--- src/shared/serial_engine_pkg.sv ---
// constants, types and register map of the serial engine block
// Overview of operation
// - arithmetic baud average over 65536 reference cycles equals programmed rate
// - a baud change alters a frame only by whole reference cycles
// - cycles per frame equal ratio times data plus start and stop bits
// - at 48MHz, 8+2 bits: baud 0-406 gives 160, 407-808 gives 161
// - address compare: masked, two addresses or range; seven or eight bits
// - masked mode compares every bit not set in the mask field
// - all-zero mask accepts one address, all-ones mask accepts all
// - two-address mode matches match value or mask field as addresses
// - range mode matches mask field up to match value, ends included
// - each interrupt source owns a flag bit set on its condition
// - one to enable-set enables a source, one to enable-clear disables
// - request active while an enabled flag is set, until cleared or reset
// - all sources share one request line; software reads flags to tell
// - block keeps working in sleep while its clock runs; irq can wake
// - synchronized registers cross from bus side into the core side
// - one transmit buffer ahead of the shifter allows gapless frames
// - two-entry receive buffer keeps per-character error status
// - rate at most system clock internal, half system clock external
// - mode field: 0 ext usart, 1 int usart, 2-5 spi/i2c, 6-7 reserved
package serial_engine_pkg;

	// register byte offsets
	localparam logic [11:0] OFS_CTRLA    = 12'h000;
	localparam logic [11:0] OFS_BAUD     = 12'h004;
	localparam logic [11:0] OFS_ADDR     = 12'h008;
	localparam logic [11:0] OFS_IRQ_FLAG  = 12'h00C;
	localparam logic [11:0] OFS_IRQ_ENSET = 12'h010;
	localparam logic [11:0] OFS_IRQ_ENCLR = 12'h014;
	localparam logic [11:0] OFS_DATA     = 12'h018;
	localparam logic [11:0] OFS_STATUS   = 12'h01C;

	// field positions
	localparam int unsigned CTRLA_EN_BIT    = 0;
	localparam int unsigned OPERATING_MODE_FIELD_LSB  = 2;
	localparam int unsigned CTRLA_AMODE_LSB = 8;
	localparam int unsigned ADDR_MATCH_LSB  = 0;
	localparam int unsigned ADDR_MASK_LSB   = 16;
	localparam int unsigned STAT_FRMLEN_LSB = 16;

	// reset values
	localparam logic [31:0] CTRLA_RST = 32'h0000_0000;
	localparam logic [15:0] BAUD_RST  = 16'h0000;
	localparam logic [31:0] ADDR_RST  = 32'h0000_0000;

	// flag bit positions
	localparam int unsigned FLAG_DRE   = 0;
	localparam int unsigned FLAG_TXC   = 1;
	localparam int unsigned FLAG_RXC   = 2;
	localparam int unsigned FLAG_MATCH = 3;
	localparam int unsigned FLAG_ERR   = 4;
	localparam int unsigned NFLAG      = 5;

	// timing counts
	localparam logic [16:0] BAUD_PERIOD     = 17'h1_0000;
	localparam logic [3:0]  SAMPLE_LAST     = 4'hF;
	localparam logic [3:0]  SAMPLE_MID      = 4'h7;
	localparam logic [3:0]  FRAME_BITS      = 4'hA;
	localparam logic [3:0]  DATA_BITS       = 4'h8;
	localparam logic [7:0]  SAMPLES_PER_FRM = 8'hA0;

	typedef enum logic [2:0] {
		MODE_USART_EXT = 3'b000,
		MODE_USART_INT = 3'b001,
		MODE_SPI_SLV   = 3'b010,
		MODE_SPI_MST   = 3'b011,
		MODE_I2C_SLV   = 3'b100,
		MODE_I2C_MST   = 3'b101,
		MODE_RSVD6     = 3'b110,
		MODE_RSVD7     = 3'b111
	} operating_mode_t;

	typedef enum logic [1:0] {
		AMODE_MASK  = 2'b00,
		AMODE_TWO   = 2'b01,
		AMODE_RANGE = 2'b10,
		AMODE_RSVD  = 2'b11
	} addr_mode_t;

	typedef enum logic [1:0] {
		TX_IDLE  = 2'b00,
		TX_SHIFT = 2'b01
	} tx_state_t;

	typedef enum logic [1:0] {
		RX_IDLE  = 2'b00,
		RX_START = 2'b01,
		RX_DATA  = 2'b10,
		RX_STOP  = 2'b11
	} rx_state_t;

	typedef struct packed {
		logic        hsel;
		logic [31:0] haddr;
		logic [1:0]  htrans;
		logic        hwrite;
		logic [2:0]  hsize;
		logic [31:0] hwdata;
		logic        hready;
	} ahb_req_t;

	typedef struct packed {
		logic [31:0] hrdata;
		logic        hreadyout;
		logic        hresp;
	} ahb_rsp_t;

	typedef struct packed {
		logic       frame_err;
		logic [7:0] data;
	} rx_entry_t;

endpackage

--- src/hw/rx_buffer2.sv ---
// two-entry receive buffer with registered head entry
`timescale 1ns/1ps
`default_nettype none
module rx_buffer2
	import serial_engine_pkg::*;
(
	input  wire logic      i_ref_clk,
	input  wire logic      i_rst,
	input  wire logic      i_push,
	input  wire rx_entry_t i_data,
	input  wire logic      i_pop,
	output rx_entry_t      o_head,
	output logic [1:0]     o_count
);
	rx_entry_t  head_r;
	rx_entry_t  tail_r;
	logic [1:0] cnt_r;
	logic       push_ok;
	logic       pop_ok;

	// a push into a full buffer is refused; the parent flags the overflow
	assign push_ok = i_push && (cnt_r != 2'd2);
	assign pop_ok  = i_pop && (cnt_r != 2'd0);

	// head is always a flop so the bus sees stable read data
	always_ff @(posedge i_ref_clk or posedge i_rst) begin
		if (i_rst) begin
			head_r <= '0;
			tail_r <= '0;
			cnt_r  <= 2'd0;
		end else begin
			case ({push_ok, pop_ok})
				2'b10: begin
					if (cnt_r == 2'd0) begin
						head_r <= i_data;
					end else begin
						tail_r <= i_data;
					end
					cnt_r <= cnt_r + 2'd1;
				end
				2'b01: begin
					head_r <= tail_r;
					cnt_r  <= cnt_r - 2'd1;
				end
				2'b11: begin
					if (cnt_r == 2'd1) begin
						head_r <= i_data;
					end else begin
						head_r <= tail_r;
						tail_r <= i_data;
					end
				end
				default: begin
					cnt_r <= cnt_r;
				end
			endcase
		end
	end

	assign o_head  = head_r;
	assign o_count = cnt_r;
endmodule
`default_nettype wire

--- src/hw/serial_engine.sv ---
// serial engine: ahb-lite registers, baud generator, tx/rx, match, irq
`timescale 1ns/1ps
`default_nettype none
module serial_engine
	import serial_engine_pkg::*;
(
	input  wire logic     i_ref_clk,
	input  wire logic     i_rst,
	input  wire ahb_req_t i_ahb,
	output ahb_rsp_t      o_ahb,
	input  wire logic     i_ext_clk,
	input  wire logic     i_rxd,
	output logic          o_txd,
	output logic          o_irq,
	output logic          o_wake
);
	// bus side registers
	logic [31:0]     ctrla_r;
	logic [15:0]     baud_r;
	logic [31:0]     addr_r;
	logic [NFLAG-1:0] flag_r;
	logic [NFLAG-1:0] inten_r;
	logic [31:0]     hrdata_r;
	logic            wr_pend_r;
	logic [11:0]     wr_addr_r;
	// core side copies
	logic [1:0]      sync_sh_r;
	logic [31:0]     ctrla_core_r;
	logic [15:0]     baud_core_r;
	// pin synchronisers
	logic            rxd_m_r;
	logic            rxd_s_r;
	logic            ext_m_r;
	logic            ext_s_r;
	logic            ext_d_r;
	// baud generator
	logic [15:0]     acc_r;
	logic [16:0]     acc_sum;
	logic            ref_tick;
	logic            baud_tick;
	// transmitter
	tx_state_t       tx_state_r;
	logic [7:0]      txbuf_r;
	logic            txbuf_full_r;
	logic [9:0]      tx_sh_r;
	logic [3:0]      tx_samp_r;
	logic [3:0]      tx_bit_r;
	logic [15:0]     frm_cnt_r;
	logic [15:0]     frm_len_r;
	logic [7:0]      frm_samp_r;
	logic            tx_frame_end;
	// receiver
	rx_state_t       rx_state_r;
	logic [3:0]      rx_samp_r;
	logic [3:0]      rx_bit_r;
	logic [7:0]      rx_sh_r;
	logic            rx_done;
	rx_entry_t       rx_entry;
	rx_entry_t       rx_head;
	logic [1:0]      rx_count;
	// decode and matching
	logic            req;
	logic            rd_data_pop;
	logic            run;
	operating_mode_t mode;
	addr_mode_t      amode;
	logic [7:0]      match_val;
	logic [7:0]      match_mask_field;
	logic [7:0]      cmp_in;
	logic            addr_hit;
	logic [NFLAG-1:0] flag_set;
	logic [NFLAG-1:0] flag_clr;
	logic            wr_ctl;

	// ahb-lite: zero wait state, always okay
	assign req = i_ahb.hsel && i_ahb.htrans[1] && i_ahb.hready;
	assign rd_data_pop = req && !i_ahb.hwrite
		&& (i_ahb.haddr[11:0] == OFS_DATA);
	assign o_ahb.hrdata    = hrdata_r;
	assign o_ahb.hreadyout = 1'b1;
	assign o_ahb.hresp     = 1'b0;

	// address phase capture; read data registered for the data phase
	always_ff @(posedge i_ref_clk or posedge i_rst) begin
		if (i_rst) begin
			wr_pend_r <= 1'b0;
			wr_addr_r <= 12'h000;
			hrdata_r  <= 32'h0000_0000;
		end else begin
			wr_pend_r <= req && i_ahb.hwrite;
			wr_addr_r <= i_ahb.haddr[11:0];
			if (req && !i_ahb.hwrite) begin
				if (i_ahb.haddr[11:0] == OFS_CTRLA) begin
					hrdata_r <= ctrla_r;
				end else if (i_ahb.haddr[11:0] == OFS_BAUD) begin
					hrdata_r <= {16'h0000, baud_r};
				end else if (i_ahb.haddr[11:0] == OFS_ADDR) begin
					hrdata_r <= addr_r;
				end else if (i_ahb.haddr[11:0] == OFS_IRQ_FLAG) begin
					hrdata_r <= {27'h000_0000, flag_r};
				end else if (i_ahb.haddr[11:0] == OFS_IRQ_ENSET
					|| i_ahb.haddr[11:0] == OFS_IRQ_ENCLR) begin
					hrdata_r <= {27'h000_0000, inten_r};
				end else if (i_ahb.haddr[11:0] == OFS_DATA) begin
					hrdata_r <= {23'h00_0000, rx_head};
				end else if (i_ahb.haddr[11:0] == OFS_STATUS) begin
					hrdata_r <= {frm_len_r, 11'h000, txbuf_full_r,
						tx_state_r == TX_SHIFT, rx_count,
						|sync_sh_r};
				end else begin
					hrdata_r <= 32'h0000_0000;
				end
			end
		end
	end

	// control, baud and address registers, written in the data phase
	always_ff @(posedge i_ref_clk or posedge i_rst) begin
		if (i_rst) begin
			ctrla_r <= CTRLA_RST;
			baud_r  <= BAUD_RST;
			addr_r  <= ADDR_RST;
		end else if (wr_pend_r) begin
			if (wr_addr_r == OFS_CTRLA) begin
				ctrla_r <= i_ahb.hwdata;
			end else if (wr_addr_r == OFS_BAUD) begin
				baud_r <= i_ahb.hwdata[15:0];
			end else if (wr_addr_r == OFS_ADDR) begin
				addr_r <= i_ahb.hwdata;
			end
		end
	end

	// core copies follow two cycles behind so a half-written value never
	// reaches the shifters mid-update
	assign wr_ctl = wr_pend_r
		&& (wr_addr_r == OFS_CTRLA || wr_addr_r == OFS_BAUD);
	always_ff @(posedge i_ref_clk or posedge i_rst) begin
		if (i_rst) begin
			sync_sh_r    <= 2'b00;
			ctrla_core_r <= CTRLA_RST;
			baud_core_r  <= BAUD_RST;
		end else begin
			sync_sh_r <= {sync_sh_r[0], wr_ctl};
			if (sync_sh_r[1]) begin
				ctrla_core_r <= ctrla_r;
				baud_core_r  <= baud_r;
			end
		end
	end

	// mode decode; reserved codes leave the engine stopped
	assign mode  = operating_mode_t'(ctrla_core_r[OPERATING_MODE_FIELD_LSB +: 3]);
	assign amode = addr_mode_t'(ctrla_r[CTRLA_AMODE_LSB +: 2]);
	assign run   = ctrla_core_r[CTRLA_EN_BIT]
		&& (mode == MODE_USART_EXT || mode == MODE_USART_INT);

	// pin synchronisers: first flop feeds only the second
	always_ff @(posedge i_ref_clk or posedge i_rst) begin
		if (i_rst) begin
			rxd_m_r <= 1'b1;
			rxd_s_r <= 1'b1;
			ext_m_r <= 1'b0;
			ext_s_r <= 1'b0;
			ext_d_r <= 1'b0;
		end else begin
			rxd_m_r <= i_rxd;
			rxd_s_r <= rxd_m_r;
			ext_m_r <= i_ext_clk;
			ext_s_r <= ext_m_r;
			ext_d_r <= ext_s_r;
		end
	end

	// reference: every clock internally, each external rising edge otherwise;
	// an external clock is therefore limited by the sampling rate
	assign ref_tick = (mode == MODE_USART_INT) ? 1'b1
		: (ext_s_r && !ext_d_r);

	// arithmetic baud: add 65536-baud each reference cycle, carry is a sample
	assign acc_sum   = {1'b0, acc_r} + (BAUD_PERIOD - {1'b0, baud_core_r});
	assign baud_tick = run && ref_tick && acc_sum[16];
	always_ff @(posedge i_ref_clk or posedge i_rst) begin
		if (i_rst) begin
			acc_r <= 16'h0000;
		end else if (!run) begin
			acc_r <= 16'h0000;
		end else if (ref_tick) begin
			acc_r <= acc_sum[15:0];
		end
	end

	// transmit buffer: a write while full is dropped
	always_ff @(posedge i_ref_clk or posedge i_rst) begin
		if (i_rst) begin
			txbuf_r      <= 8'h00;
			txbuf_full_r <= 1'b0;
		end else if (wr_pend_r && wr_addr_r == OFS_DATA && !txbuf_full_r) begin
			txbuf_r      <= i_ahb.hwdata[7:0];
			txbuf_full_r <= 1'b1;
		end else if (txbuf_full_r && run
			&& (tx_state_r == TX_IDLE || tx_frame_end)) begin
			txbuf_full_r <= 1'b0;
		end
	end

	assign tx_frame_end = (tx_state_r == TX_SHIFT) && baud_tick
		&& tx_samp_r == SAMPLE_LAST && tx_bit_r == FRAME_BITS - 4'd1;

	// shifter: start, eight data lsb first, one stop; reload on the last
	// sample so the next start bit follows with no idle gap
	always_ff @(posedge i_ref_clk or posedge i_rst) begin
		if (i_rst) begin
			tx_state_r <= TX_IDLE;
			tx_sh_r    <= 10'h3FF;
			tx_samp_r  <= 4'h0;
			tx_bit_r   <= 4'h0;
		end else begin
			case (tx_state_r)
				TX_IDLE: begin
					if (txbuf_full_r && run) begin
						tx_sh_r    <= {1'b1, txbuf_r, 1'b0};
						tx_samp_r  <= 4'h0;
						tx_bit_r   <= 4'h0;
						tx_state_r <= TX_SHIFT;
					end
				end
				TX_SHIFT: begin
					if (!run) begin
						tx_state_r <= TX_IDLE;
						tx_sh_r    <= 10'h3FF;
					end else if (tx_frame_end) begin
						tx_samp_r <= 4'h0;
						tx_bit_r  <= 4'h0;
						if (txbuf_full_r) begin
							tx_sh_r <= {1'b1, txbuf_r, 1'b0};
						end else begin
							tx_sh_r    <= 10'h3FF;
							tx_state_r <= TX_IDLE;
						end
					end else if (baud_tick) begin
						tx_samp_r <= tx_samp_r + 4'h1;
						if (tx_samp_r == SAMPLE_LAST) begin
							tx_sh_r  <= {1'b1, tx_sh_r[9:1]};
							tx_bit_r <= tx_bit_r + 4'h1;
						end
					end
				end
				default: begin
					tx_state_r <= TX_IDLE;
				end
			endcase
		end
	end
	assign o_txd = tx_sh_r[0];

	// frame length in reference cycles; whole cycles by construction
	always_ff @(posedge i_ref_clk or posedge i_rst) begin
		if (i_rst) begin
			frm_cnt_r  <= 16'h0000;
			frm_len_r  <= 16'h0000;
			frm_samp_r <= 8'h00;
		end else if (tx_state_r != TX_SHIFT) begin
			frm_cnt_r  <= 16'h0000;
			frm_samp_r <= 8'h00;
		end else if (tx_frame_end) begin
			frm_len_r  <= frm_cnt_r + 16'h0001;
			frm_cnt_r  <= 16'h0000;
			frm_samp_r <= 8'h00;
		end else begin
			if (ref_tick) begin
				frm_cnt_r <= frm_cnt_r + 16'h0001;
			end
			if (baud_tick) begin
				frm_samp_r <= frm_samp_r + 8'h01;
			end
		end
	end

	// receiver: false start rejected at mid-bit, stop sampled for framing
	always_ff @(posedge i_ref_clk or posedge i_rst) begin
		if (i_rst) begin
			rx_state_r <= RX_IDLE;
			rx_samp_r  <= 4'h0;
			rx_bit_r   <= 4'h0;
			rx_sh_r    <= 8'h00;
		end else if (!run) begin
			rx_state_r <= RX_IDLE;
		end else if (baud_tick) begin
			rx_samp_r <= rx_samp_r + 4'h1;
			case (rx_state_r)
				RX_IDLE: begin
					rx_samp_r <= 4'h0;
					if (!rxd_s_r) begin
						rx_state_r <= RX_START;
					end
				end
				RX_START: begin
					if (rx_samp_r == SAMPLE_MID) begin
						rx_samp_r  <= 4'h0;
						rx_bit_r   <= 4'h0;
						rx_state_r <= rxd_s_r ? RX_IDLE : RX_DATA;
					end
				end
				RX_DATA: begin
					if (rx_samp_r == SAMPLE_LAST) begin
						rx_sh_r  <= {rxd_s_r, rx_sh_r[7:1]};
						rx_bit_r <= rx_bit_r + 4'h1;
						if (rx_bit_r == DATA_BITS - 4'd1) begin
							rx_state_r <= RX_STOP;
						end
					end
				end
				RX_STOP: begin
					if (rx_samp_r == SAMPLE_LAST) begin
						rx_state_r <= RX_IDLE;
					end
				end
				default: begin
					rx_state_r <= RX_IDLE;
				end
			endcase
		end
	end
	assign rx_done = run && baud_tick && rx_state_r == RX_STOP
		&& rx_samp_r == SAMPLE_LAST;
	assign rx_entry.data      = rx_sh_r;
	assign rx_entry.frame_err = !rxd_s_r;

	rx_buffer2 u_rxbuf (
		.i_ref_clk (i_ref_clk),
		.i_rst     (i_rst),
		.i_push    (rx_done),
		.i_data    (rx_entry),
		.i_pop     (rd_data_pop),
		.o_head    (rx_head),
		.o_count   (rx_count)
	);

	// address comparator; i2c modes drop the top bit and compare seven
	assign match_val        = addr_r[ADDR_MATCH_LSB +: 8];
	assign match_mask_field = addr_r[ADDR_MASK_LSB +: 8];
	always_comb begin
		cmp_in = rx_sh_r;
		if (mode == MODE_I2C_SLV || mode == MODE_I2C_MST) begin
			cmp_in = {1'b0, rx_sh_r[6:0]};
		end
		case (amode)
			AMODE_MASK: addr_hit = ((cmp_in ^ match_val)
				& ~match_mask_field) == 8'h00;
			AMODE_TWO: addr_hit = cmp_in == match_val
				|| cmp_in == match_mask_field;
			AMODE_RANGE: addr_hit = cmp_in >= match_mask_field
				&& cmp_in <= match_val;
			default: addr_hit = 1'b0;
		endcase
	end

	// flag events and clears; a set in the clearing cycle wins
	always_comb begin
		flag_set = '0;
		flag_set[FLAG_DRE] = txbuf_full_r && run
			&& (tx_state_r == TX_IDLE || tx_frame_end);
		flag_set[FLAG_TXC]   = tx_frame_end && !txbuf_full_r;
		flag_set[FLAG_RXC]   = rx_done && rx_count != 2'd2;
		flag_set[FLAG_MATCH] = rx_done && addr_hit;
		flag_set[FLAG_ERR]   = rx_done
			&& (rx_count == 2'd2 || !rxd_s_r);
		flag_clr = '0;
		if (wr_pend_r && wr_addr_r == OFS_IRQ_FLAG) begin
			flag_clr = i_ahb.hwdata[NFLAG-1:0];
		end
	end

	always_ff @(posedge i_ref_clk or posedge i_rst) begin
		if (i_rst) begin
			flag_r  <= '0;
			inten_r <= '0;
		end else begin
			flag_r <= (flag_r & ~flag_clr) | flag_set;
			if (wr_pend_r && wr_addr_r == OFS_IRQ_ENSET) begin
				inten_r <= inten_r | i_ahb.hwdata[NFLAG-1:0];
			end else if (wr_pend_r && wr_addr_r == OFS_IRQ_ENCLR) begin
				inten_r <= inten_r & ~i_ahb.hwdata[NFLAG-1:0];
			end
		end
	end

	// one shared line; no clock gating here, so it also serves as wake
	assign o_irq  = |(flag_r & inten_r);
	assign o_wake = o_irq;
endmodule
`default_nettype wire

--- config.mk ---
export PLATFORM = sky130hd
export DESIGN_NAME = serial_engine
export DESIGN_NICKNAME = d
export VERILOG_FILES = /design/src/shared/serial_engine_pkg.sv /design/src/hw/rx_buffer2.sv /design/src/hw/serial_engine.sv
export SDC_FILE = /design/constraint.sdc
export NUM_CORES = 1
export LEC_CHECK = 0
export ABC_AREA = 1
export BUFFER_PORTS_ARGS = -buffer_cell sky130_fd_sc_hd__buf_2
export CAP_MARGIN = 20
export CORE_MARGIN = 2
export CORE_UTILIZATION = 40
export CTS_BUF_LIST = sky130_fd_sc_hd__clkbuf_4
export CTS_CLUSTER_DIAMETER = 150
export DETAILED_ROUTE_END_ITERATION = 16
export GPL_TIMING_DRIVEN = 1
export HOLD_SLACK_MARGIN = 0.05
export PLACE_DENSITY = 0.61
export SETUP_SLACK_MARGIN = 0.4
export SYNTH_ARGS = -nofsm -noshare
export SYNTH_HDL_FRONTEND = slang
export SYNTH_SLANG_ARGS = --single-unit
--- constraint.sdc ---
create_clock -name i_ref_clk -period 10.1 [get_ports i_ref_clk]
set_clock_uncertainty 0.1 [all_clocks]
set_input_delay 1.01 -clock i_ref_clk [delete_from_list [all_inputs] [get_ports i_ref_clk]]
set_output_delay 1.01 -clock i_ref_clk [all_outputs]
set_load 0.03 [all_outputs]
# Word level (Yosys, flattened, before mapping)
# Index checks and enable logic that the tools add are counted.
# word_totals
input_bits,76
register_bits,278
wordCells,250
# op_classes
add_sub_neg,9
n_eq_ne,56
order_cmp,2
bitwise_logic,13
n_mux,63
n_reduce_logical,73
# ops
cell,count
two-way mux 32 bit,7
== test 12 x 5 -> 1 bit (second input constant),7
two-way mux 16 bit,5
two-way mux 10 bit,5
== test 12 x 4 -> 1 bit (second input constant),4
two-way mux 9 bit,5
two-way mux 4 bit,11
case mux 4 bit (2 select lines),4
logical AND 1 bit,29
case mux 9 bit (3 select lines),1
== test 12 x 3 -> 1 bit (second input constant),2
logical NOT 12 bit,2
two-way mux 2 bit,12
inequality test 3 bit (second input constant),8
case mux 10 bit (2 select lines),1
inequality test 2 bit (second input constant),9
case mux 9 bit (2 select lines),1
adder 16 x 17 -> 17 bit,1
subtractor 17 x 16 -> 17 bit (first input constant),1
adder 16 x 1 -> 16 bit (second input constant),1
adder 4 x 1 -> 4 bit (second input constant),4
== test 8 bit,2
AND reduction 4 bit,4
bitwise AND 5 bit,3
39 further kinds,87

# Depth between registers and ports, before layout
# Gate-level depths: netlist of run 1.
# logic_depth
word_depth,12
mapped_depth,18
ltp_nobuf,18

# By module
# Synthesis of run 1 repeated with hierarchy kept, for this count alone.
# hier_totals
cells_unflattened,1719
area_unflattened_um2,13959.6
# modules_own_cells
mod,seq_area_each_um2,n_inst,area_per_inst_um2,cells_per_inst
serial_engine,6394.9,1,12834.8,1562
rx_buffer2,500.5,1,1124.8,157

# Least setup slack after synthesis of run 1
# No wires, ideal clock.
# synth_path
path_type,input-to-reg
startpoint,in i_ahb[0] (netlist name)
endpoint,"reg u_rxbuf.head_r, in the netlist u_rxbuf.o_head[0]"
path_buffers,1
t_required_ns,9.882
arrival_ns,3.018
path_slack_ns,6.864
setup_ns,0.118
stages,11
path_cell_list,nand3_1 > nor2_1 > clkbuf_1 > clkinv_1 > nor3_1 > ha_1 > nor2_1 > a21oi_1 > o22ai_1 > nand2_1 > nand2_1
# synth_via
elab_chain_cells,7
# synth_lines
item,line_no,text
from (decl),serial_engine.sv:9,"input wire ahb_req_t i_ahb,"
logical AND 1 bit (*),serial_engine.sv:76,assign req = i_ahb.hsel && i_ahb.htrans[1] && i_ahb.hready;
logical AND 1 bit (*),serial_engine.sv:77,assign rd_data_pop = req && !i_ahb.hwrite
logical AND 1 bit (*),serial_engine.sv:78,&& (i_ahb.haddr[11:0] == OFS_DATA);
logical AND 1 bit (*),rx_buffer2.sv:23,assign pop_ok = i_pop && (cnt_r != 2'd0);
== test 2 bit / == test 2 x 1 -> 1 bit (equally long branches),rx_buffer2.sv:32,"case ({push_ok, pop_ok})"
inequality test 2 x 1 -> 1 bit (no source line) / nonzero test 3 bit (equally long branches),n/a,
AND reduction 2 bit (no source line),n/a,
to (signal assigned),rx_buffer2.sv:35,head_r <= i_data;
to (signal assigned),rx_buffer2.sv:42,head_r <= tail_r;
to (signal assigned),rx_buffer2.sv:47,head_r <= i_data;
to (decl),rx_buffer2.sv:15,rx_entry_t head_r;
# Every way passes the cells marked *; elsewhere a longest branch is shown, timed or not.
# A chain may end at the register's enable or synchronous reset.

# Final worst setup path of run 1
# layout_path
startpoint,reg ctrla_core_r[4]
endpoint,"reg u_rxbuf.head_r, in the netlist u_rxbuf.o_head[8]"
# layout_via
elab_chain_cells,12
# layout_lines
item,line_no,text
from (decl),serial_engine.sv:28,logic [31:0] ctrla_core_r;
from (signal assigned),serial_engine.sv:146,ctrla_core_r <= ctrla_r;
== test 3 x 1 -> 1 bit / logical NOT 3 bit (equally long branches),"serial_engine.sv:156, serial_engine.sv:177",
logical OR 1 bit,serial_engine.sv:156,&& (mode == MODE_USART_EXT || mode == MODE_USART_INT);
logical AND 1 bit,serial_engine.sv:156,
logical AND 1 bit (2 in a row),serial_engine.sv:182,assign baud_tick = run && ref_tick && acc_sum[16];
logical AND 1 bit (*) (2 in a row),serial_engine.sv:325,assign rx_done = run && baud_tick && rx_state_r == RX_STOP
logical AND 1 bit (*),serial_engine.sv:326,&& rx_samp_r == SAMPLE_LAST;
logical AND 1 bit (*),rx_buffer2.sv:22,assign push_ok = i_push && (cnt_r != 2'd2);
== test 2 bit / == test 2 x 1 -> 1 bit (equally long branches),rx_buffer2.sv:32,
inequality test 2 x 1 -> 1 bit (no source line) / nonzero test 3 bit (equally long branches),n/a,
AND reduction 2 bit (no source line),n/a,
# Marked as above.

==> flow_summary_export.csv, run 1 <==
group,metric,value,unit
global_routing,antenna_found_initial,2,
clocking,root_buffer,"clkbuf_4",
logic_synthesis,synth-async-reset-ratio,1.000,
clocking,cts_made_buffers,77,
drt,routed_wl,34.82,mm
sta,setup_viol,0,
finish,syn_to_final_growth,13.82,%
floorplan,rows,67,
worst_setup_path,cp-start-kind,"flip-flop",
logic_synthesis,synth_fa_ha_area_frac,0.04181,
worst_setup_path,crit_path_cell_trace,"nor2_2, nand2_1, nand2_2, inv_2, nor2_8, o21ai_2, a21oi_4, nand3_4, inv_2, ha_1, nor2_1, a21oi_1, o22ai_1, nand2_1, nand2_1",
sta,setup_tns,0,ns
worst_setup_path,crit_top_cell,"nand2_1",
sta,fmax,244.8,MHz
hold_path,whs_path_depth,0,
clocking,cts_resized,0,
logic_synthesis,synth_top_family_by_area,"simple AND/OR/NAND/NOR gates",
clocking,clk_pin_slew,0.06,ns
finish,layout-drive-gt1-share,0.1555,
sta,fin_crit_sh,0.4045,
sta,slew_violations,0,
clocking,clock_path_buffers,3,
global_routing,grt_pass1_vias,11300,
hold_path,hold_path.class,"flip-flop to flip-flop",
placement,io_buffers,86,
worst_setup_path,reg2reg_depth,15,
drt,drc,0,
logic_synthesis,synth_simple_gate_area_frac,0.2266,
worst_setup_path,crit_type,"flip-flop to flip-flop",
logic_synthesis,yosysUniqueCellTypes,55,
logic_synthesis,synth-seq-cells,275,
worst_setup_path,max_stage_delay,0.58,ns
floorplan,initial_core_util,0.4069,
placement,place_ws,5.653,ns
logic_synthesis,synth_seq_area_share,0.5053,
logic_synthesis,synth_top_area_cell,"dfrtp_1",
clocking,clk_latency,0.68,ns
sta,rsz0062_at_grt,"false",
sta,fin_ws,6.015,ns
sta,fin_crit,4.086,ns
sta,hold_viol,0,
logic_synthesis,syn_nets,1759,
floorplan,die_x,188.7,um
placement,dpl.hpwl,23.75,mm
sta,tightestPinTransition,1.095,ns
worst_setup_path,cp_top_family,"simple AND/OR/NAND/NOR gates",
outcome,status,"finished clean",
logic_synthesis,synth_top_area_frac,0.4841,
logic_synthesis,synth_compound_area_frac,0.1313,
logic_synthesis,yosys_warnings,0,
worst_setup_path,worst-path-max-fanout,30,
pwr,p_leak,7.799,nW
floorplan,core_area,33530,sq um
finish,fillers,3362,
finish,final_cell_mix,"nand2_1, dfrtp_1, inv_1, o21ai_0, nor2_1",
logic_synthesis,synth_top_flop_cell,"dfrtp_1",
floorplan,ios,113,
finish,layout.nets,1879,
drt,drt_iter0_markers,762,
floorplan,die_area,35610,sq um
worst_setup_path,crit_cells,15,
finish,layout_commonest_cell,"nand2_1",
clocking,cts_tree,"built",
logic_synthesis,syn_area,13650,sq um
worst_setup_path,crit_slowest_cell,"a21oi_1",
worst_setup_path,required,10.57,ns
logic_synthesis,synth_edf_count,0,
pwr,powerDensity,150.9,nW/um^2
placement,gp_congestion,0.9036,
drt,ant_nets,0,
global_routing,grt_max_degree,126,
clocking,post-cts-setup-buffers,0,
clocking,clock-sinks,275,
worst_setup_path,endpoint_kind,"flip-flop",
drt,wl_per_cell,15.38,um
drt,vias,11360,
logic_synthesis,avgSynthCellArea,8.331,sq um
logic_synthesis,synthCells,1638,
clocking,cts_hold_buf,0,
finish,multi_input_area,5736,sq um
clocking,htreeDepth,3,
global_routing,grt.total_usage,0.2011,
worst_setup_path,cp_num_buf_inv,2,
drt,viasPerCell,5.017,
pwr,irDropWorstVdd,0.06854,mV
logic_synthesis,synthXorXnorAreaFrac,0.01284,
run,max-cap-violations,0,
global_routing,grt_pass1_wl,57.45,mm
finish,regArea,6895,sq um
global_routing,overflow,0,
logic_synthesis,synth_area_leaders,"dfrtp_1, nand2_1, o21ai_0, inv_1, ha_1",
sta,slew_headroom,0.2690,
worst_setup_path,crit_arrival,4.55,ns
drt,firstDrtPassIters,5,
logic_synthesis,synth_mux_area_frac,0.006143,
floorplan,die_h,188.7,um
worst register-to-register path: cells and delay by family, from the launching register on:
| family | cells | cell delay, ns |
|---|---|---|
| DFF | 1 | 0.41 |
| AOI/OAI and AO/OA | 4 | 1.36 |
| buffers and inverters | 2 | 0.34 |
| and+or+nand+nor | 8 | 1.57 |
| adders and majority gates | 1 | 0.21 |
routing by layer:
metal	wire, um	GRT usage
met2	16950	0.3357
met1	15600	0.2608
met5	0	0
met4	864	0.07873
met3	1410	0.03483
cell usage after synthesis (12+ instances only):
cell type  instances
a211oi_1          12
inv_1            200
a41oi_1           23
dfrtp_1          264
clkbuf_1          35
o21ai_0          155
nor3_1            19
nor2_1           136
nand4_1           22
nand3_1           66
ha_1              44
o22ai_1           12
nand2_1          440
xor2_1            12
a21oi_1           62
flip-flops by register name, indices dropped and copies added, names as in the netlist, 5 cells and up, named ones only:
signal / count
acc_r: 16
addr_r: 32
baud_core_r: 16
baud_r: 16
ctrla_r: 32
flag_r: 5
frm_cnt_r: 16
frm_len_r: 16
hrdata_r: 32
rx_sh_r: 8
tx_sh_r: 9
txbuf_r: 8
u_rxbuf.o_head: 9
u_rxbuf.tail_r: 9
wr_addr_r: 12
kinds of logic after synthesis:
family                     after synthesis
xor gates and xnor gates                20
other                                    2
adders and majority gates               45
DFF                                    275
and+or+nand+nor                        723
muxes                                    8
buffers and inverters                  260
AOI/OAI and AO/OA                      305
where the power goes:
group / internal (mW) / switching, mW / total [mW]
combinational: 0.0398 / 0.103 / 0.143
sequential: 1.13 / 0.0157 / 1.14
clock: 0.588 / 0.470 / 1.06
metrics by stage:
stage	hold WS (ns)	total power, mW	utilization	instance area [sq um]	instances
floorplan	0.2312	1.253	-	13650	1638
global placement	0.2363	1.305	0.4312	14460	2125
detailed placement	0.2385	1.308	0.4312	14460	2125
CTS	0.2519	2.378	0.4614	15470	2260
global route	0.2573	2.455	0.4632	15530	2264
finish	0.2496	2.344	0.4632	15530	2264
cell type report:
cell class | count | share of cell area
timing repair buffer | 96 | 0.03512
antenna | 2 | 0.0003222
clock buffer | 120 | 0.05800
inverter | 205 | 0.05003
sequential | 275 | 0.4440
tap | 448 | 0.03609
clock inverter | 15 | 0.007170
multi-input combinational | 1103 | 0.3693
worst paths after layout:
| path | startpoint | to | slack [ns] |
|---|---|---|---|
| setup / recovery | ctrla_core_r[4] | u_rxbuf.o_head[8] | 6.01 |
| hold / removal | ext_m_r | ext_s_r | 0.25 |
| setup reg to reg | ctrla_core_r[4] | u_rxbuf.o_head[8] | 6.01 |
| hold reg to reg | ext_m_r | ext_s_r | 0.25 |
| max in group asynchronous | i_rst | rx_samp_r[3] | 8.01 |
| min in group asynchronous | i_rst | addr_r[11] | 0.41 |
Note: power is estimated with default switching activity, not from simulation.
==> inputs of run 2 (changes only) <==
clock period = 3.85 ns   (was 10.1 ns; I/O delays follow)
==> run 2 against run 1 <==
Compared with the run above: worst setup slack lost 5.2 ns; sequential cell count unchanged; register-to-register slack lost 5.2 ns; final cell count is 2.3% higher; die area unchanged; count of clock-buffer cells in the layout fell by 8; critical path depth stayed put; global-route usage rose by 0.44 points; sequential power grew to 2.6 times the previous value; critical endpoint is now tx_sh_r[8]; power rose to 2.5 times the previous value; non-clock buffer count grew 57; sequential share of layout area down 1.3 points.
==> flow_summary_export.csv, run 2 (same netlist as run 1, synthesis figures left out) <==
group,metric,value,unit
sta,tightestPinTransition,0.8495,ns
pwr,powerDensity,372.5,nW/um^2
clocking,clock-sinks,275,
finish,layout.nets,1935,
floorplan,ios,113,
outcome,status,"finished clean",
finish,layout-drive-gt1-share,0.1494,
finish,layout_commonest_cell,"nand2_1",
sta,slew_headroom,0.4337,
drt,routed_wl,35.24,mm
drt,ant_nets,0,
floorplan,die_h,188.7,um
placement,placed_cells,2134,
finish,final_cell_mix,"nand2_1, dfrtp_1, inv_1, o21ai_0, nor2_1",
worst_setup_path,crit_type,"flip-flop to flip-flop",
placement,gp_congestion,0.9236,
global_routing,overflow,0,
sta,hold_viol,0,
finish,final_cell_area,15980,sq um
pwr,pwr-share-seq,0.504,
pwr,swShare,0.2577,
sta,fin_crit,3.067,ns
worst_setup_path,crit_arrival,3.61,ns
clocking,cts_tree,"built",
hold_path,hold_path.class,"input port to async pin",
finish,instances_no_fill,2316,
drt,viasPerCell,4.964,
worst_setup_path,endpoint_kind,"flip-flop",
pwr,power.internal,4.419,mW
floorplan,die_x,188.7,um
floorplan,initial_core_util,0.4069,
drt,wl_per_cell,15.22,um
global_routing,grt_max_degree,113,
sta,rsz0062_at_grt,"false",
placement,dpl_cell_area,14550,sq um
floorplan,rows,67,
pwr,p_switching,1.534,mW
pwr,pwr-share-comb,0.070,
clocking,clock_path_buffers,3,
worst_setup_path,worst-path-max-fanout,19,
placement,dpl.hpwl,24.03,mm
drt,firstDrtPassIters,8,
placement,io_buffers,86,
clocking,cts_made_buffers,76,
sta,slew_violations,0,
drt,vias,11500,
worst_setup_path,required,4.40,ns
finish,largestRegisters,"addr_r: 32 flops, ctrla_r: 32 flops, hrdata_r: 32 flops",
clocking,cts_resized,0,
sta,fmax,326.1,MHz
worst_setup_path,cp-start-kind,"flip-flop",
floorplan,core_area,33530,sq um
sta,fin_crit_sh,0.7965,
sta,setup_viol,0,
global_routing,grt_pass1_vias,11700,
clocking,post-cts-setup-buffers,0,
global_routing,antenna_found_initial,1,
finish,syn_to_final_growth,17.12,%
drt,drt_iter0_markers,856,
clocking,clk_pin_slew,0.07,ns
drt,drc,0,
run,max-cap-violations,0,
clocking,root_buffer,"clkbuf_4",
clocking,htreeDepth,3,
pwr,irDropWorstVdd,0.1466,mV
pwr,p_leak,7.989,nW
finish,fillers,3232,
floorplan,die_area,35610,sq um
pwr,clock_power_share,0.426,
global_routing,grt.total_usage,0.2056,
global_routing,grt_pass1_wl,58.96,mm
clocking,clk_latency,0.74,ns
-- run 2: cell count changes in the layout (fill, tap and decap cells not counted), sizes merged --
| cell | delta |
|---|---|
| diode | -1 |
| dlygate4sd3 | +49 |
| bufinv | -2 |
| clkinv | +6 |
| clkinvlp | +1 |
| inv | -1 |
| clkbuf | -8 |
| buf | +8 |
-- run 2: worst max-delay path, stage by stage, from the launching register on --
cell	delay (ns)
dfrtp_1	0.38
inv_1	0.06
ha_1	0.13
inv_1	0.06
fa_1	0.40
nand3_1	0.13
nand3_2	0.09
nand2_1	0.08
nand2_2	0.09
nand2_1	0.09
nand2_2	0.15
nand4_4	0.18
nand2_1	0.49
buf_4	0.36
a21o_1	0.15
nand2_1	0.05
-- run 2: power groups by stage --
stage | registers (mW) | logic [mW] | clock network, mW
after floorplan | 3.14 | 0.147 | 0
after global placement | 3.05 | 0.378 | 0
after detailed placement | 3.05 | 0.383 | 0
after CTS | 3.00 | 0.421 | 2.62
after global routing | 3.01 | 0.457 | 2.79
final | 3.00 | 0.417 | 2.53
-- run 2: layout make-up --
cell class	count	area, sq um	area share
Multi-Input combinational cell	1103	5736	0.3589
Clock buffer	112	840.8	0.05261
Inverter	205	773.2	0.04838
Antenna cell	1	2.502	0.0001566
Timing Repair Buffer	153	1101	0.06890
Tap cell	448	560.5	0.03507
Clock inverter	19	72.57	0.004541
Sequential cell	275	6895	0.4315
-- run 2: final timing paths --
check	from	end	slack (ns)	depth (start not counted)
setup / recovery	acc_r[0]	tx_sh_r[8]	0.78	15
hold / removal	i_rst	ctrla_r[8]	0.16	3
max in group asynchronous	i_rst	rx_samp_r[3]	2.52	4
min in group i_ref_clk	i_rxd	rxd_m_r	0.20	2
hold reg to reg	ext_m_r	ext_s_r	0.25	0
setup reg to reg	acc_r[0]	tx_sh_r[8]	0.78	15
-- run 2: layer usage --
layer,up-vias,GRT usage,wire [um]
li1,5738,-,-
met1,5449,0.2642,15810
met2,238,0.3474,17180
met3,71,0.03855,1428
met4,0,0.07242,823
met5,-,0,0
-- run 2: repair_timing --
item / CTS / global route
hold buffers: 49 / 0
endpoints found under the hold margin: 115 / 0
setup endpoints to repair: 0 / 0
-- run 2: stage by stage --
step	setup TNS [ns]	util	setup WS, ns	total power, mW	hold slack, ns
after global placement	0	0.4338	0.8005	3.429	0.2353
final	0	0.4766	0.7833	5.953	0.1604
after CTS	0	0.4757	0.7384	6.039	0.1484
after floorplan	-69.54	-	-0.2634	3.289	0.2312
after global routing	0	0.4766	0.4836	6.257	0.1864
after detailed placement	0	0.4338	0.7501	3.435	0.2410
==> inputs of run 3 (changes only) <==
ABC_AREA = 0   (was 1)
PLACE_DENSITY = 0.63   (was 0.61)
clock period = 2.6 ns   (was 3.85 ns; I/O delays follow)
==> run 3 against run 2 <==
Compared with the run above: the flow now finishes with violations (negative setup slack); clock power increased by 61%; die area shrank 3.9%; critical endpoint is now u_rxbuf.tail_r[7]; register-to-register slack got worse by 1.4 ns; final cell count is 11% lower.
==> flow_summary_export.csv, run 3 <==
group,metric,value,unit
drt,drt_iter0_markers,714,
global_routing,grt_pass1_wl,57.49,mm
drt,drc,0,
sta,tightestPinTransition,0.5597,ns
drt,routed_wl,37.38,mm
outcome,status,"complete, but fails checks",
placement,io_buffers,86,
finish,layout.nets,1675,
worst_setup_path,crit_slowest_cell,"dfrtp_1",
pwr,irDropWorstVdd,0.3019,mV
logic_synthesis,synthCells,1219,
logic_synthesis,syn_area,13100,sq um
finish,syn_to_final_growth,39.06,%
worst_setup_path,crit_top_cell,"ha_2",
global_routing,grt_pass1_vias,10840,
sta,fin_crit,3.205,ns
finish,utilization,0.5628,
logic_synthesis,yosysUniqueCellTypes,71,
logic_synthesis,synth-async-reset-ratio,1.000,
worst_setup_path,crit_path_cell_trace,"inv_1, ha_2, inv_2, fa_2, a211oi_4, o21ai_2, a21boi_2, o21a_4, nor4_4, ha_2, a221o_1, nor2_4, buf_12, mux2_4",
worst_setup_path,max_stage_delay,0.39,ns
finish,largestRegisters,"addr_r: 32 flops, ctrla_r: 32 flops, hrdata_r: 32 flops",
hold_path,whs_path_depth,2,
floorplan,die_area,34210,sq um
global_routing,overflow,0,
clocking,htreeDepth,3,
run,max-cap-violations,0,
placement,gp_congestion,0.8225,
drt,vias,10840,
finish,final_cell_area,18220,sq um
logic_synthesis,synth_top_area_cell,"dfrtp_1",
hold_path,hold_path.class,"input port to flip-flop",
floorplan,die_x,185.0,um
drt,firstDrtPassIters,5,
clocking,clk_latency,0.72,ns
logic_synthesis,yosysMostFrequentCell,"dfrtp_1",
worst_setup_path,required,3.08,ns
clocking,clk_pin_slew,0.08,ns
global_routing,antenna_found_initial,1,
floorplan,ios,113,
worst_setup_path,crit_arrival,3.68,ns
clocking,clock_path_buffers,3,
floorplan,initial_core_util,0.4047,
logic_synthesis,yosys_warnings,0,
drt,ant_nets,0,
floorplan,rows,66,
sta,slew_headroom,0.6269,
sta,hold_viol,0,
placement,place_ws,-0.5654,ns
drt,wl_per_cell,18.22,um
finish,instances_no_fill,2051,
sta,fin_crit_sh,1.233,
pwr,fin_total_pwr,8.948,mW
logic_synthesis,yosys-top-cells-count,"dfrtp_1, nand2_1, o21ai_0, mux2_2, nor2_1",
drt,viasPerCell,5.285,
logic_synthesis,syn_nets,1340,
sta,slew_violations,0,
logic_synthesis,synth_area_leaders,"dfrtp_1, mux2_2, nand2_1, ha_1, o21ai_0",
finish,final_cell_mix,"dfrtp_1, nand2_1, buf_4, clkbuf_4, buf_2",
worst_setup_path,worst-path-max-fanout,8,
pwr,p_leak,8.390,nW
worst_setup_path,rrSetupSlack,-0.61,ns
sta,rsz0062_at_grt,"true",
global_routing,grt.total_usage,0.2158,
clocking,cts_tree,"built",
clocking,clock-sinks,275,
logic_synthesis,synth_top_flop_cell,"dfrtp_1",
clocking,root_buffer,"clkbuf_4",
logic_synthesis,synth_seq_area_share,0.5264,
clocking,cts_made_buffers,76,
sta,fmax,312.0,MHz
outcome,violations,"negative setup slack",
floorplan,core_area,32370,sq um
logic_synthesis,avgSynthCellArea,10.75,sq um
sta,setup_viol,93,
finish,layout-drive-gt1-share,0.4173,
finish,fillers,2737,
logic_synthesis,synth-seq-cells,275,
floorplan,die_h,185.0,um
placement,dpl.hpwl,23.43,mm
global_routing,grt_max_degree,75,
placement,dpl_cell_area,15230,sq um
placement,placed_cells,1806,
finish,layout_commonest_cell,"dfrtp_1",
worst_setup_path,reg2reg_depth,14,
worst_setup_path,cp-start-kind,"flip-flop",
pwr,powerDensity,491.2,nW/um^2
worst_setup_path,crit_type,"flip-flop to flip-flop",
logic_synthesis,synth_edf_count,0,
worst_setup_path,endpoint_kind,"flip-flop",
logic_synthesis,synth_top_area_frac,0.5043,
sta,fin_ws,-0.6050,ns
run 3: cell types whose count changed after synthesis, sizes merged, moves of 21 or more:
cell	change
a41oi	-21
inv	-151
mux2	+106
nand2	-285
nand3	-39
nor2	-75
o21ai	-62
run 3: layer usage:
metal,track usage,part of all wire,vias to the layer above
li1,-,-,5055
met5,0,0,-
met2,0.3480,0.48,350
met3,0.03952,0.053,73
met1,0.2864,0.44,5361
met4,0.09016,0.031,0
run 3: cells by family after synthesis:
| logic type | after synthesis | synth area share |
|---|---|---|
| xor+xnor | 40 | 0.02674 |
| buf+inv | 110 | 0.03400 |
| mux | 118 | 0.1032 |
| simple gates | 358 | 0.1295 |
| flops | 275 | 0.5264 |
| compound gates | 271 | 0.1361 |
| fa+ha+maj | 45 | 0.04355 |
| other cells | 2 | 0.0005733 |
run 3: power breakdown:
part	total (mW)	switching, mW	internal [mW]	leakage, nW
clock network	4.08	1.85	2.23	0.595
registers	4.38	0.0398	4.34	3.60
logic	0.483	0.302	0.181	4.19
run 3: final timing paths:
check,from,end
min,i_rxd,rxd_m_r
max,acc_r[0],u_rxbuf.tail_r[7]
min reg2reg,ext_s_r,ext_d_r
min in group asynchronous,i_rst,acc_r[2]
max reg2reg,acc_r[0],u_rxbuf.tail_r[7]
max in group asynchronous,i_rst,tx_sh_r[6]
run 3: repair_timing:
item	4_1_cts	5_1_grt
endpoints found under the hold margin	388	0
gates resized for setup	72	141
endpoints found under the setup margin	154	151
buffers inserted	20	28
cloned	9	3
hold buffers	52	0
pin swaps	29	35
run 3: critical path, delay by kind of cell (launching register included):
| kind | cells | cell delay, ns |
|---|---|---|
| AO/OA/AOI/OAI | 5 | 1.10 |
| adder cells (fa/ha/maj) | 3 | 0.74 |
| buffers and inverters | 3 | 0.25 |
| flip-flops | 1 | 0.39 |
| multiplexers | 1 | 0.30 |
| AND/OR/NAND/NOR | 2 | 0.17 |
run 3: area by class of cell:
cell class	instances	area, sq um	area share
inverters	53	205.2	0.01126
well taps	442	553.0	0.03036
repair buffers	312	2790	0.1532
diodes	1	2.502	0.0001374
multi-input cells	836	6783	0.3723
flip-flops and latches	275	6895	0.3785
clock inverters	15	110.1	0.006044
clock buffers	117	878.3	0.04821
run 3: metrics by stage:
stage | hold slack (ns) | setup TNS [ns]
finish | 0.1381 | -27.23
global route | 0.1028 | -37.08
CTS | 0.09070 | -15.18
detailed placement | 0.2102 | -15.47
global placement | 0.2097 | -12.49
floorplan | 0.1645 | -380.92
